## config.mk

```make
export PLATFORM = sky130hd
export DESIGN_NAME = iom_top
export DESIGN_NICKNAME = d
export VERILOG_FILES = /design/src/core/iom_pkg.sv /design/src/core/iom_store.sv /design/src/core/iom_top.sv
export SDC_FILE = /design/constraint.sdc
export NUM_CORES = 2
export LEC_CHECK = 0
export CAP_MARGIN = 10
export CORE_MARGIN = 10
export CORE_UTILIZATION = 60
export DETAILED_ROUTE_END_ITERATION = 10
export DONT_BUFFER_PORTS = 1
export PLACE_DENSITY_LB_ADDON = 0.15
export REMOVE_ABC_BUFFERS = 1
export SLEW_MARGIN = 20
export SYNTH_ARGS = -nofsm -noshare
export SYNTH_HDL_FRONTEND = slang
export SYNTH_SLANG_ARGS = --single-unit
```

## constraint.sdc

```tcl
create_clock -name sys_clk -period 9 [get_ports sys_clk]
set_input_delay 1.8 -clock sys_clk [delete_from_list [all_inputs] [get_ports sys_clk]]
set_output_delay 1.8 -clock sys_clk [all_outputs]
set_load 0.03 [all_outputs]
```

## src/core/iom_pkg.sv

```systemverilog
// Package for the I/O channel monitor: register map, fields, timing constants
package iom_pkg;
    localparam int NCH = 8;
    localparam int CLK_HZ = 100_000_000;
    // Time base: 0.1 ms tick
    localparam int TICK_US = 100;
    localparam int TICK_CYC = CLK_HZ / 1_000_000 * TICK_US;
    // Filter times in ticks (0.1, 1.0, 10, 20 ms)
    localparam logic [11:0] FILT_TICKS [4] = '{12'h001, 12'h00A, 12'h064, 12'h0C8};
    // Extension times in ticks (1.0, 15, 100, 200 ms)
    localparam logic [11:0] EXT_TICKS [4] = '{12'h00A, 12'h096, 12'h3E8, 12'h7D0};
    localparam int INRUSH_MS = 100;
    localparam logic [11:0] INRUSH_TICKS = 12'(INRUSH_MS * 10);
    localparam int SAVE_S = 3600;
    localparam int SAVE_TICKS = SAVE_S * 10_000;
    localparam int LIMIT_SCALE = 1000;
    localparam logic [15:0] LIMIT_MAX = 16'hFDE8;
    localparam logic [15:0] LIMIT_MIN = 16'h0001;
    // Register byte offsets
    localparam logic [11:0] A_CFG = 12'h000;
    localparam logic [11:0] A_IN_MON = 12'h004;
    localparam logic [11:0] A_VLV_MON = 12'h008;
    localparam logic [11:0] A_OPEN_EN = 12'h00C;
    localparam logic [11:0] A_LIMIT = 12'h010;
    localparam logic [11:0] A_CLR = 12'h014;
    localparam logic [11:0] A_STAT = 12'h018;
    localparam logic [11:0] A_MASK = 12'h01C;
    localparam logic [11:0] A_LEVEL = 12'h020;
    localparam logic [11:0] A_CSEL = 12'h024;
    localparam logic [11:0] A_CNT = 12'h028;
    // Config field positions
    localparam int F_FILT = 0;
    localparam int F_EXT = 2;
    localparam int F_SHORT = 4;
    localparam int F_INRUSH = 5;
    localparam logic [5:0] CFG_RST = 6'h15;
    // Status field positions
    localparam int S_IN_CNT = 0;
    localparam int S_VLV_CNT = 8;
    localparam int S_OPEN = 16;
    localparam int S_SHORT = 24;
    localparam int S_OVC = 25;
    typedef struct packed {
        logic [11:0] addr;
        logic write;
        logic [31:0] wdata;
    } iom_req_s;
    typedef struct packed {
        logic [NCH-1:0] in_raw;
        logic [NCH-1:0] vlv;
        logic [NCH-1:0] open;
        logic short_sup;
        logic ovc;
    } iom_field_s;
    function automatic logic [31:0] iom_thresh(input logic [15:0] lim);
        return 32'(lim) * 32'(LIMIT_SCALE);
    endfunction : iom_thresh
endpackage : iom_pkg

```

## src/core/iom_store.sv

```systemverilog
`timescale 1ns/1ps
// Persistent counter store: one word per counter, registered read data
module iom_store
    import iom_pkg::*;
(
    // Clock
    input wire logic sys_clk,
    // Write port
    input wire logic we,
    input wire logic [3:0] waddr,
    input wire logic [31:0] wdata,
    // Read port
    input wire logic [3:0] raddr,
    output logic [31:0] rdata
);
    // No reset: contents must survive power cycles
    logic [31:0] mem [2*NCH];
    always_ff @(posedge sys_clk) begin
        if (we) begin
            mem[waddr] <= wdata;
        end
        rdata <= mem[raddr];
    end
endmodule : iom_store

```

## src/core/iom_top.sv

```systemverilog
// Local design decisions: the APB register port and the register addresses.
`timescale 1ns/1ps
// I/O channel monitor: input filter/extension, on/off counters, fault flags
//
// Contract
// Input level changes shorter than the selected filter time 0.1/1/10/20 ms (default 1 ms) are ignored.
// Each detected input stays asserted for at least the extension time 1/15/100/200 ms (default 15 ms).
// With monitoring on, valve switch operations are counted and an error raised above the limit 1..65000.
// With monitoring on (off by default), input on/off transitions are counted and flagged above the limit.
// The count is compared against the limit times 1000.
// Counts are saved hourly to persistent store and reloaded after power-up.
// A clear request sets that channel's count to zero.
// A sensor supply short raises an error only when its detection is enabled (default on).
// An open sensor raises an error when per-channel open detection is enabled (default off).
// Inrush masking, when on (default off), suppresses overcurrent detection 100 ms after power-up.
// Filter and extension times count ticks of a fixed time base; the filter restarts on each raw change, the extension restarts on the filtered rise.
// Raised errors are sticky status flags, kept while the condition lasts; a flag stays set until cleared with the condition gone.
module iom_top
    import iom_pkg::*;
#(
    parameter int SAVE_PERIOD = SAVE_TICKS
) (
    // Clock and reset
    input wire logic sys_clk,
    input wire logic nrst,
    // APB slave
    input wire logic psel,
    input wire logic penable,
    input wire logic pwrite,
    input wire logic [11:0] paddr,
    input wire logic [31:0] pwdata,
    output logic [31:0] prdata,
    output logic pready,
    output logic pslverr,
    // Field side
    input wire iom_field_s field,
    output logic [NCH-1:0] in_out,
    output logic irq
);
    iom_req_s req;
    assign req = '{addr: paddr, write: pwrite, wdata: pwdata};

    typedef enum logic [1:0] {ST_LOAD, ST_WAIT, ST_RUN} iom_state_e;

    // Registers
    logic [5:0] cfg_ff, nxt_cfg;
    logic [NCH-1:0] in_mon_ff, nxt_in_mon, vlv_mon_ff, nxt_vlv_mon, open_en_ff, nxt_open_en;
    logic [15:0] limit_ff, nxt_limit;
    logic [31:0] stat_ff, nxt_stat, mask_ff, nxt_mask, rd_ff, nxt_rd;
    logic [3:0] csel_ff, nxt_csel;
    logic rdy_ff, nxt_rdy, err_ff, nxt_err, irq_ff, nxt_irq;
    // Time base and filters
    logic [13:0] div_ff, nxt_div;
    logic tick;
    logic [NCH-1:0] raw_ff, nxt_raw, filt_ff, nxt_filt, out_ff, nxt_out, vprev_ff, nxt_vprev;
    logic [11:0] fcnt_ff [NCH], nxt_fcnt [NCH];
    logic [11:0] ecnt_ff [NCH], nxt_ecnt [NCH];
    logic [11:0] inrush_ff, nxt_inrush;
    // Counters and store
    logic [31:0] cnt_ff [2*NCH], nxt_cnt [2*NCH];
    iom_state_e st_ff, nxt_st;
    logic [4:0] idx_ff, nxt_idx;
    logic [31:0] save_ff, nxt_save;
    logic we;
    logic [3:0] waddr, raddr;
    logic [31:0] wdata, sdata;

    iom_store u_store (
        .sys_clk(sys_clk),
        .we(we),
        .waddr(waddr),
        .wdata(wdata),
        .raddr(raddr),
        .rdata(sdata)
    );

    logic acc, wr;
    logic [2*NCH-1:0] clr_req, ev;
    logic [1:0] fsel, esel;
    assign acc = psel && penable && rdy_ff;
    assign wr = acc && req.write;
    assign fsel = cfg_ff[F_FILT +: 2];
    assign esel = cfg_ff[F_EXT +: 2];
    assign tick = (div_ff == 14'(TICK_CYC - 1));

    // Register file
    always_comb begin
        nxt_cfg = cfg_ff;
        nxt_in_mon = in_mon_ff;
        nxt_vlv_mon = vlv_mon_ff;
        nxt_open_en = open_en_ff;
        nxt_limit = limit_ff;
        nxt_mask = mask_ff;
        nxt_csel = csel_ff;
        nxt_rd = rd_ff;
        // Decoded in setup so the error stands beside pready
        nxt_err = psel && !penable && !(req.addr inside {A_CFG, A_IN_MON, A_VLV_MON,
            A_OPEN_EN, A_LIMIT, A_CLR, A_STAT, A_MASK, A_LEVEL, A_CSEL, A_CNT});
        clr_req = '0;
        // Ready in the first access cycle: no wait state
        nxt_rdy = psel && !rdy_ff && !(penable && rdy_ff);
        if (acc) begin
            nxt_rdy = 1'b0;
        end
        if (wr) begin
            unique case (req.addr)
                A_CFG: nxt_cfg = req.wdata[5:0];
                A_IN_MON: nxt_in_mon = req.wdata[NCH-1:0];
                A_VLV_MON: nxt_vlv_mon = req.wdata[NCH-1:0];
                A_OPEN_EN: nxt_open_en = req.wdata[NCH-1:0];
                A_LIMIT: begin
                    // Out-of-range limits are dropped silently
                    if (req.wdata[15:0] >= LIMIT_MIN && req.wdata[15:0] <= LIMIT_MAX) begin
                        nxt_limit = req.wdata[15:0];
                    end
                end
                A_CLR: clr_req = req.wdata[2*NCH-1:0];
                A_STAT: ;
                A_MASK: nxt_mask = req.wdata;
                A_CSEL: nxt_csel = req.wdata[3:0];
                default: ;
            endcase
        end else if (psel && !penable) begin
            unique case (req.addr)
                A_CFG: nxt_rd = 32'(cfg_ff);
                A_IN_MON: nxt_rd = 32'(in_mon_ff);
                A_VLV_MON: nxt_rd = 32'(vlv_mon_ff);
                A_OPEN_EN: nxt_rd = 32'(open_en_ff);
                A_LIMIT: nxt_rd = 32'(limit_ff);
                A_CLR: nxt_rd = '0;
                A_STAT: nxt_rd = stat_ff;
                A_MASK: nxt_rd = mask_ff;
                A_LEVEL: nxt_rd = 32'(out_ff);
                A_CSEL: nxt_rd = 32'(csel_ff);
                A_CNT: nxt_rd = cnt_ff[csel_ff];
                default: nxt_rd = '0;
            endcase
        end
        nxt_irq = |(stat_ff & mask_ff);
    end

    // Time base, filters, extension, inrush window
    always_comb begin
        nxt_div = tick ? '0 : div_ff + 14'h0001;
        nxt_raw = field.in_raw;
        nxt_filt = filt_ff;
        nxt_out = out_ff;
        nxt_inrush = inrush_ff;
        if (tick && inrush_ff != INRUSH_TICKS) begin
            nxt_inrush = inrush_ff + 12'h001;
        end
        for (int i = 0; i < NCH; i++) begin
            nxt_fcnt[i] = fcnt_ff[i];
            nxt_ecnt[i] = ecnt_ff[i];
            if (field.in_raw[i] != raw_ff[i]) begin
                nxt_fcnt[i] = '0;
            end else if (field.in_raw[i] != filt_ff[i]) begin
                if (tick) begin
                    nxt_fcnt[i] = fcnt_ff[i] + 12'h001;
                end
                // One tick more: the first tick may follow the change at once
                if (fcnt_ff[i] > FILT_TICKS[fsel]) begin
                    nxt_filt[i] = field.in_raw[i];
                    nxt_fcnt[i] = '0;
                end
            end else begin
                nxt_fcnt[i] = '0;
            end
            if (nxt_filt[i] && !filt_ff[i]) begin
                nxt_out[i] = 1'b1;
                nxt_ecnt[i] = '0;
            end else if (out_ff[i] && !filt_ff[i]) begin
                if (ecnt_ff[i] > EXT_TICKS[esel]) begin
                    nxt_out[i] = 1'b0;
                end else if (tick) begin
                    nxt_ecnt[i] = ecnt_ff[i] + 12'h001;
                end
            end else if (filt_ff[i]) begin
                if (tick && ecnt_ff[i] <= EXT_TICKS[esel]) begin
                    nxt_ecnt[i] = ecnt_ff[i] + 12'h001;
                end
            end
        end
        nxt_vprev = field.vlv;
    end

    // Counters, restore and hourly save
    always_comb begin
        ev = {field.vlv & ~vprev_ff & vlv_mon_ff, out_ff & ~nxt_out & in_mon_ff};
        nxt_st = st_ff;
        nxt_idx = idx_ff;
        nxt_save = save_ff;
        we = 1'b0;
        waddr = idx_ff[3:0];
        wdata = '0;
        raddr = idx_ff[3:0];
        for (int c = 0; c < 2 * NCH; c++) begin
            nxt_cnt[c] = cnt_ff[c];
            if (st_ff == ST_RUN && ev[c] && cnt_ff[c] != 32'hFFFFFFFF) begin
                nxt_cnt[c] = cnt_ff[c] + 32'h1;
            end
            if (clr_req[c]) begin
                nxt_cnt[c] = '0;
            end
        end
        unique case (st_ff)
            ST_LOAD: nxt_st = ST_WAIT;
            ST_WAIT: begin
                nxt_cnt[idx_ff[3:0]] = sdata;
                nxt_idx = idx_ff + 5'h01;
                nxt_st = (idx_ff == 5'(2 * NCH - 1)) ? ST_RUN : ST_LOAD;
                if (idx_ff == 5'(2 * NCH - 1)) begin
                    nxt_idx = '0;
                end
            end
            ST_RUN: begin
                if (tick) begin
                    nxt_save = (save_ff == 32'(SAVE_PERIOD - 1)) ? '0 : save_ff + 32'h1;
                end
                if (tick && save_ff == 32'(SAVE_PERIOD - 1)) begin
                    nxt_idx = 5'h10;
                end
                if (idx_ff[4]) begin
                    we = 1'b1;
                    wdata = cnt_ff[idx_ff[3:0]];
                    nxt_idx = (idx_ff == 5'h1F) ? '0 : idx_ff + 5'h01;
                end
            end
        endcase
    end

    // Sticky status: set wins over write-one clear
    always_comb begin
        logic [31:0] set;
        set = '0;
        for (int c = 0; c < NCH; c++) begin
            set[S_IN_CNT + c] = in_mon_ff[c] && cnt_ff[c] > iom_thresh(limit_ff);
            set[S_VLV_CNT + c] = vlv_mon_ff[c] && cnt_ff[NCH + c] > iom_thresh(limit_ff);
        end
        set[S_OPEN +: NCH] = field.open & open_en_ff;
        set[S_SHORT] = field.short_sup && cfg_ff[F_SHORT];
        set[S_OVC] = field.ovc && !(cfg_ff[F_INRUSH] && inrush_ff != INRUSH_TICKS);
        nxt_stat = stat_ff;
        if (wr && req.addr == A_STAT) begin
            nxt_stat = stat_ff & ~req.wdata;
        end
        nxt_stat = nxt_stat | set;
    end

    always_ff @(posedge sys_clk) begin
        if (!nrst) begin
            cfg_ff <= CFG_RST;
            in_mon_ff <= '0;
            vlv_mon_ff <= '0;
            open_en_ff <= '0;
            limit_ff <= LIMIT_MIN;
            stat_ff <= '0;
            mask_ff <= '0;
            rd_ff <= '0;
            csel_ff <= '0;
            rdy_ff <= 1'b0;
            err_ff <= 1'b0;
            irq_ff <= 1'b0;
            div_ff <= '0;
            raw_ff <= '0;
            filt_ff <= '0;
            out_ff <= '0;
            vprev_ff <= '0;
            inrush_ff <= '0;
            st_ff <= ST_LOAD;
            idx_ff <= '0;
            save_ff <= '0;
            for (int i = 0; i < NCH; i++) begin
                fcnt_ff[i] <= '0;
                ecnt_ff[i] <= '0;
            end
            for (int c = 0; c < 2 * NCH; c++) begin
                cnt_ff[c] <= '0;
            end
        end else begin
            cfg_ff <= nxt_cfg;
            in_mon_ff <= nxt_in_mon;
            vlv_mon_ff <= nxt_vlv_mon;
            open_en_ff <= nxt_open_en;
            limit_ff <= nxt_limit;
            stat_ff <= nxt_stat;
            mask_ff <= nxt_mask;
            rd_ff <= nxt_rd;
            csel_ff <= nxt_csel;
            rdy_ff <= nxt_rdy;
            err_ff <= nxt_err;
            irq_ff <= nxt_irq;
            div_ff <= nxt_div;
            raw_ff <= nxt_raw;
            filt_ff <= nxt_filt;
            out_ff <= nxt_out;
            vprev_ff <= nxt_vprev;
            inrush_ff <= nxt_inrush;
            st_ff <= nxt_st;
            idx_ff <= nxt_idx;
            save_ff <= nxt_save;
            fcnt_ff <= nxt_fcnt;
            ecnt_ff <= nxt_ecnt;
            cnt_ff <= nxt_cnt;
        end
    end

    assign prdata = rd_ff;
    assign pready = rdy_ff;
    assign pslverr = err_ff;
    assign in_out = out_ff;
    assign irq = irq_ff;
endmodule : iom_top

```

After elaboration in Yosys (flattened, before gate mapping)
Memory sizes are Yosys's and may differ from the RTL's. A register that Yosys moved wholly into a read port is not among the register bits.
Cells that the tools add are included.
{"block": "totals", "regBits": 950, "ram_bits": 512, "in_bits": 75, "output_inout_bits": 43, "word_cells": 543, "mem_count": 1}
{"name": "u_store.mem", "words": 16, "width": 32, "read_ports": 1, "rd_clocked_by_memory_dff": 1, "wr": 1, "line_no": "iom_store.sv:17", "text": "logic [31:0] mem [2*NCH];"}
{"block": "op_classes", "addsub": 36, "mul": 1, "order_cmp": 47, "n_eq_ne": 66, "muxes": 154, "bitwise": 25, "reduce_logical": 159}
{"operator": "two-way mux 32 bit", "n": 41}
{"operator": "adder 32 x 1 -> 32 bit (second input constant)", "n": 17}
{"operator": "two-way mux 12 bit", "n": 44}
{"operator": "bitwise mux 512 bit", "n": 1}
{"operator": "greater-than comparator 32 x 26 -> 1 bit", "n": 16}
{"operator": "two-way mux 512 bit", "n": 1}
{"operator": "!= test 32 bit (second input constant)", "n": 16}
{"operator": "one-hot mux 32 bit (10 select lines)", "n": 1}
{"operator": "binary-select mux 32 bit (select 4 bit)", "n": 2}
{"operator": "adder 12 x 1 -> 12 bit (second input constant)", "n": 17}
{"operator": "greater-than comparator 12 bit", "n": 16}
{"operator": "demux 32 bit (select 4 bit)", "n": 1}
{"operator": "less-or-equal comparator 12 bit", "n": 8}
{"operator": "logical AND 1 bit", "n": 88}
{"operator": "bitwise AND 32 bit", "n": 2}
{"operator": "two-way mux 1 bit", "n": 52}
{"operator": "binary-select mux 12 bit (select 2 bit)", "n": 2}
{"operator": "equality test 12 x 5 -> 1 bit (second input constant)", "n": 4}
{"operator": "bitwise AND 8 bit", "n": 5}
{"operator": "equality test 12 x 6 -> 1 bit (second input constant)", "n": 3}
{"operator": "nonzero test 2 bit", "n": 18}
{"operator": "equality test 32 x 26 -> 1 bit (second input constant)", "n": 1}
{"operator": "two-way mux 16 bit", "n": 2}
{"operator": "!= test 2 bit (second input constant)", "n": 16}
{"operator": "38 further kinds", "n": 114}

Depth between registers and ports, before layout
{"block": "depth", "ltp_word": 19, "depth_mapped": 26, "ltp_nobuf": 26}

Modules after synthesis
From an unflattened synthesis, not the netlist that was laid out.
{"block": "unflattened", "hier_cells": 8184, "area_unflattened_um2": 85700.9}
{"module": "iom_top", "instances": 1, "cells_per_inst": 7346, "area_per_inst_um2": 65865.7, "seq_area_each_um2": 19018.2}
{"module": "iom_store", "instances": 1, "cells_per_inst": 838, "area_per_inst_um2": 19835.3, "seq_area_each_um2": 16015.4}

Least setup slack after synthesis
No wires, ideal clock.
{"block": "synth_timing", "path_type": "register -> register", "startpoint": "reg limit_ff[0]", "endpoint": "reg stat_ff[15]", "setup_time_ps": 132, "t_arrival_ps": 7308, "t_required_ps": 8868, "path_slack_ps": 1559, "path_stages_with_launch": 27, "n_path_buf": 0, "synth_period_minus_slack_ps": 7441, "cell_sequence": "dfxtp_1 -> fa_1 -> fa_1 -> inv_1 -> fa_1 -> fa_1 -> inv_1 -> ha_1 -> o21ai_0 -> o21ai_1 -> a311oi_1 -> o21bai_1 -> and3_1 -> o21a_1 -> o21a_1 -> nor2_1 -> xor2_1 -> ha_1 -> a21o_1 -> a21o_1 -> a211o_1 -> a211oi_1 -> nand2_1 -> o221a_2 -> maj3_1 -> o41ai_1 -> a21oi_1"}
{"block": "synth_between", "elab_chain_len": 4}
{"item": "from (decl)", "line_no": "iom_top.sv:48", "text": "logic [15:0] limit_ff, nxt_limit;"}
{"item": "from (signal assigned)", "line_no": "iom_top.sv:285", "text": "limit_ff <= nxt_limit;"}
{"item": "multiplier 16 x 7 -> 23 bit", "line_no": "iom_pkg.sv:56", "text": "return 32'(lim) * 32'(LIMIT_SCALE);"}
{"item": "greater-than comparator 32 x 26 -> 1 bit", "line_no": "iom_top.sv:238", "text": "set[S_VLV_CNT + c] = vlv_mon_ff[c] && cnt_ff[NCH + c] > iom_thresh(limit_ff);"}
{"item": "logical AND 1 bit", "line_no": "iom_top.sv:238"}
{"item": "bitwise OR 32 x 26 -> 32 bit", "line_no": "iom_top.sv:247", "text": "nxt_stat = nxt_stat | set;"}
{"item": "to (signal assigned)", "line_no": "iom_top.sv:286", "text": "stat_ff <= nxt_stat;"}
{"item": "to (decl)", "line_no": "iom_top.sv:49", "text": "logic [31:0] stat_ff, nxt_stat, mask_ff, nxt_mask, rd_ff, nxt_rd;"}
No other way between the ends.
A chain may end at the register's enable or synchronous reset.

Final worst setup path
{"block": "layout_timing", "startpoint": "reg limit_ff[4]", "endpoint": "reg stat_ff[7]"}
{"block": "layout_between", "elab_chain_len": 4}
{"item": "multiplier 16 x 7 -> 23 bit", "line_no": "iom_pkg.sv:56"}
{"item": "greater-than comparator 32 x 26 -> 1 bit", "line_no": "iom_top.sv:237", "text": "set[S_IN_CNT + c] = in_mon_ff[c] && cnt_ff[c] > iom_thresh(limit_ff);"}
{"item": "logical AND 1 bit", "line_no": "iom_top.sv:237"}
{"item": "bitwise OR 32 x 26 -> 32 bit", "line_no": "iom_top.sv:247"}
No other way between the ends.

==> metrics.md <==
| Metric | Value |
|---|---|
| Status | finished, final reports clean |
| Post-cts resize count | 0 |
| Register Area | 35100 um^2 |
| Fillers | 10800 |
| Internal power | 0.0114 W |
| Required @ worst endpoint | 9.71 ns |
| Clk pwr share | 0.474 |
| CTS tree | yes |
| Die area | 159000 um^2 |
| Syn-to-layout area delta | 9.60% |
| Largest net degree at the start of global routing | 135 |
| Max H-tree Level | 4 |
| IO Port Bufs | 0 |
| Post-layout nets | 8769 |
| Worst Tran Pin Value | 1.26 ns |
| Deepest clock path buffer count | 3 |
| P_sw | 0.00386 W |
| Root Driver | clkbuf_16 |
| CTS Buf Count | 161 |
| Peak supply drop | 250 uV |
| Fmax | 126 MHz |
| Clock Sinks | 1494 |
| Syn. warnings | 0 |
| Post-Synthesis Cells | 8098 |
| Slew margin rel. | 0.158 |
| Pwr Density | 162 nW/um^2 |
| Core footprint | 142000 um^2 |
| Startpoint types | flip-flop |
| Share of cells above drive strength 1 | 0.125 |
| Via density | 7.18 |
| Die width | 398 um |
| Slew Viols, Final | 0 |
| GP Congestion | 1.06 |
| Placed cell count | 9766 |
| Routed len/inst | 33.5 um |
| Synthesized area | 85900 um^2 |
| Design Area, Final | 94100 um^2 |
| Core Util, Final | 0.663 |
| RSZ-0062 raised after global routing | false |
| Hold buffer count at CTS | 0 |
| Fin Hold WS | 0.447 ns |
| Comb pwr share | 0.060 |
| Grt total ovfl | 0 |
| Via Count | 72300 |
| Max Clock Skew | 0.0723 ns |
| Critical Path Fanout Max | 6 |
| Setup ws final | 1.06 ns |
| Boundary pin count | 118 |
| Vias in the first global route | 68300 |
| Dpl ws | 1.22 ns |
| Iter 0 DRT Violations | 10700 |
| Final ANT Viol Nets | 0 |
| Post-Route WL | 337 mm |
| Post-synth EDFFs | 512 |
| Pre-antenna DRT Iters | 7 |
| Sequential fraction of design power | 0.466 |
| Crit end category | flip-flop |
| Seq/Total Area, Yosys | 0.408 |
| Overall Global Routing Usage | 0.414 |
| Maxcap violations | 0 |
| Post-synth ARST share | 0 |
| Sw Share | 0.253 |
| DRC | 0 |
| Pleak | 31.4 nW |
| Final std cells w/o fill | 10100 |
| Worst-Skew Late Latency | 0.84 ns |
| Top FF cell, synth | dfxtp_1 |
| Setup Buffers After CTS | 0 |
| Hold Fails Final Rpt | 0 |
| Area of the multi-input gates | 48800 um^2 |
| Initial antenna violation count | 27 |
| Crit path time final | 7.94 ns |
| DIE HEIGHT | 398 um |
| Starting density of the core | 0.605 |
| Clk slew on worst S/H paths | 0.06 ns |
| Tcrit/Tclk final | 0.882 |
| Data arrival time of the critical path | 8.65 ns |
| Site row count | 138 |
| Hpwl dp | 244 mm |
| HP Class | flip-flop to flip-flop |
| Syn Area/Cell | 10.6 um^2 |
| Yosys reg bits | 1494 |
| WS Path Type | flip-flop to flip-flop |
| Post-synth cell types | 101 |
| Placement Cell Area | 88300 um^2 |
| Final setup vio count | 0 |
| First-pass GRT wire length | 483 mm |
## worst max-delay path, cell delays in order (launching register included)
cell	delay, ns
dfxtp_1	0.47
inv_1	0.18
fa_1	0.59
fa_1	0.46
fa_1	0.51
fa_1	0.51
inv_1	0.04
ha_1	0.22
or3_1	0.42
a311oi_1	0.31
o21bai_1	0.29
and3_1	0.28
o21a_1	0.17
o21a_1	0.18
nor2_1	0.16
xor2_2	0.48
ha_1	0.36
a21o_1	0.16
a21o_1	0.17
a211oi_1	0.57
nand2_1	0.11
a221oi_1	0.28
nor2_1	0.16
a2111oi_0	0.38
a21boi_0	0.15
o21a_1	0.20
## Yosys cell counts (all sizes together), types with 13 or more instances
cell    instances  area [um^2]
fa             54         1080
nand3         366         1840
nor3          171          946
nor2          616         2310
inv           253          950
a21oi         307         1540
or3            40          250
or4            28          218
o21a           28          210
dfxtp         982        19700
a31oi          23          144
mux4          464        10500
and4           52          455
a222oi         21          210
xnor2         340         2980
a21boi         23          173
a22oi          52          390
nand4b         36          315
mux2i          67          671
and2           47          294
o31ai          20          164
nand4         268         1700
nor3b          13          103
o22ai         467         2930
nor4           87          633
xor2          324         2840
nand2b         20          125
o211ai         27          203
a211oi         64          480
nor2b          87          544
o21bai         13         97.6
a21o           92          691
o21ai         158          791
clkbuf        301         1130
buf            92          410
ha            599         7490
and3          155          970
a221oi         19          166
edfxtp        512        15400
nand2         649         2440
## flip-flops by register name, summed over array words and instances (netlist names), 12 cells and up
signal,count
u_store.rdata,32
fcnt_ff,96
ecnt_ff,96
prdata,32
stat_ff,32
mask_ff,32
limit_ff,16
cnt_ff,512
u_store.mem,512
inrush_ff,12
div_ff,14
save_ff,32
## kinds of logic (layout without fill, tap and decap cells)
family	after synthesis	in the layout	share of synthesized area
xor gates and xnor gates	664	664	0.0677
muxes	535	535	0.130
buffers and inverters	648	704	0.0291
DFF	1494	1494	0.408
adders and majority gates	663	663	0.101
AOI/OAI and AO/OA	1408	1408	0.106
and+or+nand+nor	2685	2685	0.158
other	1	37	0.0000437
## through the flow
stage                     TNS (ns)  total power [W]
final                            0           0.0153
after global routing             0           0.0156
after CTS                        0           0.0152
after detailed placement         0          0.00813
after global placement           0          0.00812
after floorplan           -5978.35          0.00778
## layout by cell type, fill, tap and decap left out, types with 92 or more instances in the layout
master     instances
ha_1             599
nand3_1          363
o22ai_1          466
mux4_2           464
nor3_1           150
o21ai_0          147
nor2_1           596
dfxtp_1          974
nand2_1          647
a21o_1            92
edfxtp_1         512
and3_1           155
a21oi_1          305
inv_1            253
buf_4            145
nand4_1          265
clkbuf_16        163
xnor2_1          333
xor2_1           314
## path summary, 6_finish.rpt
| check | startpoint | endpoint | slack (ns) | cells after the start |
|---|---|---|---|---|
| max reg2reg | limit_ff[4] | stat_ff[7] | 1.06 | 25 |
| min | div_ff[0] | div_ff[0] | 0.45 | 1 |
| min reg2reg | div_ff[0] | div_ff[0] | 0.45 | 1 |
| max | limit_ff[4] | stat_ff[7] | 1.06 | 25 |
## per-layer routing
layer  vias to the layer above  routed length [um]  GRT usage
met5                         -                 111          0
met4                        14               28800      0.285
met3                      1274               46100      0.148
met1                     35200              122000      0.523
met2                      5237              140000      0.593
li1                      30600                   -          -
## power by group through the flow
stage / clock network (W) / registers [W] / logic [W]
after floorplan: 0 / 0.00728 / 0.000505
after global placement: 0 / 0.00725 / 0.000867
after detailed placement: 0 / 0.00726 / 0.000870
after CTS: 0.00725 / 0.00711 / 0.000876
after global routing: 0.00750 / 0.00711 / 0.000937
final: 0.00724 / 0.00711 / 0.000919
## area by class of cell
cell class,instances,area share
Antenna cell,13,0.000346
Tap cell,1890,0.0251
Timing Repair Buffer,150,0.0124
Multi-Input combinational cell,5979,0.518
Clock inverter,93,0.0138
Sequential cell,1494,0.372
Clock buffer,206,0.0474
Inverter,255,0.0102
Power figures use the tool's default switching activity.
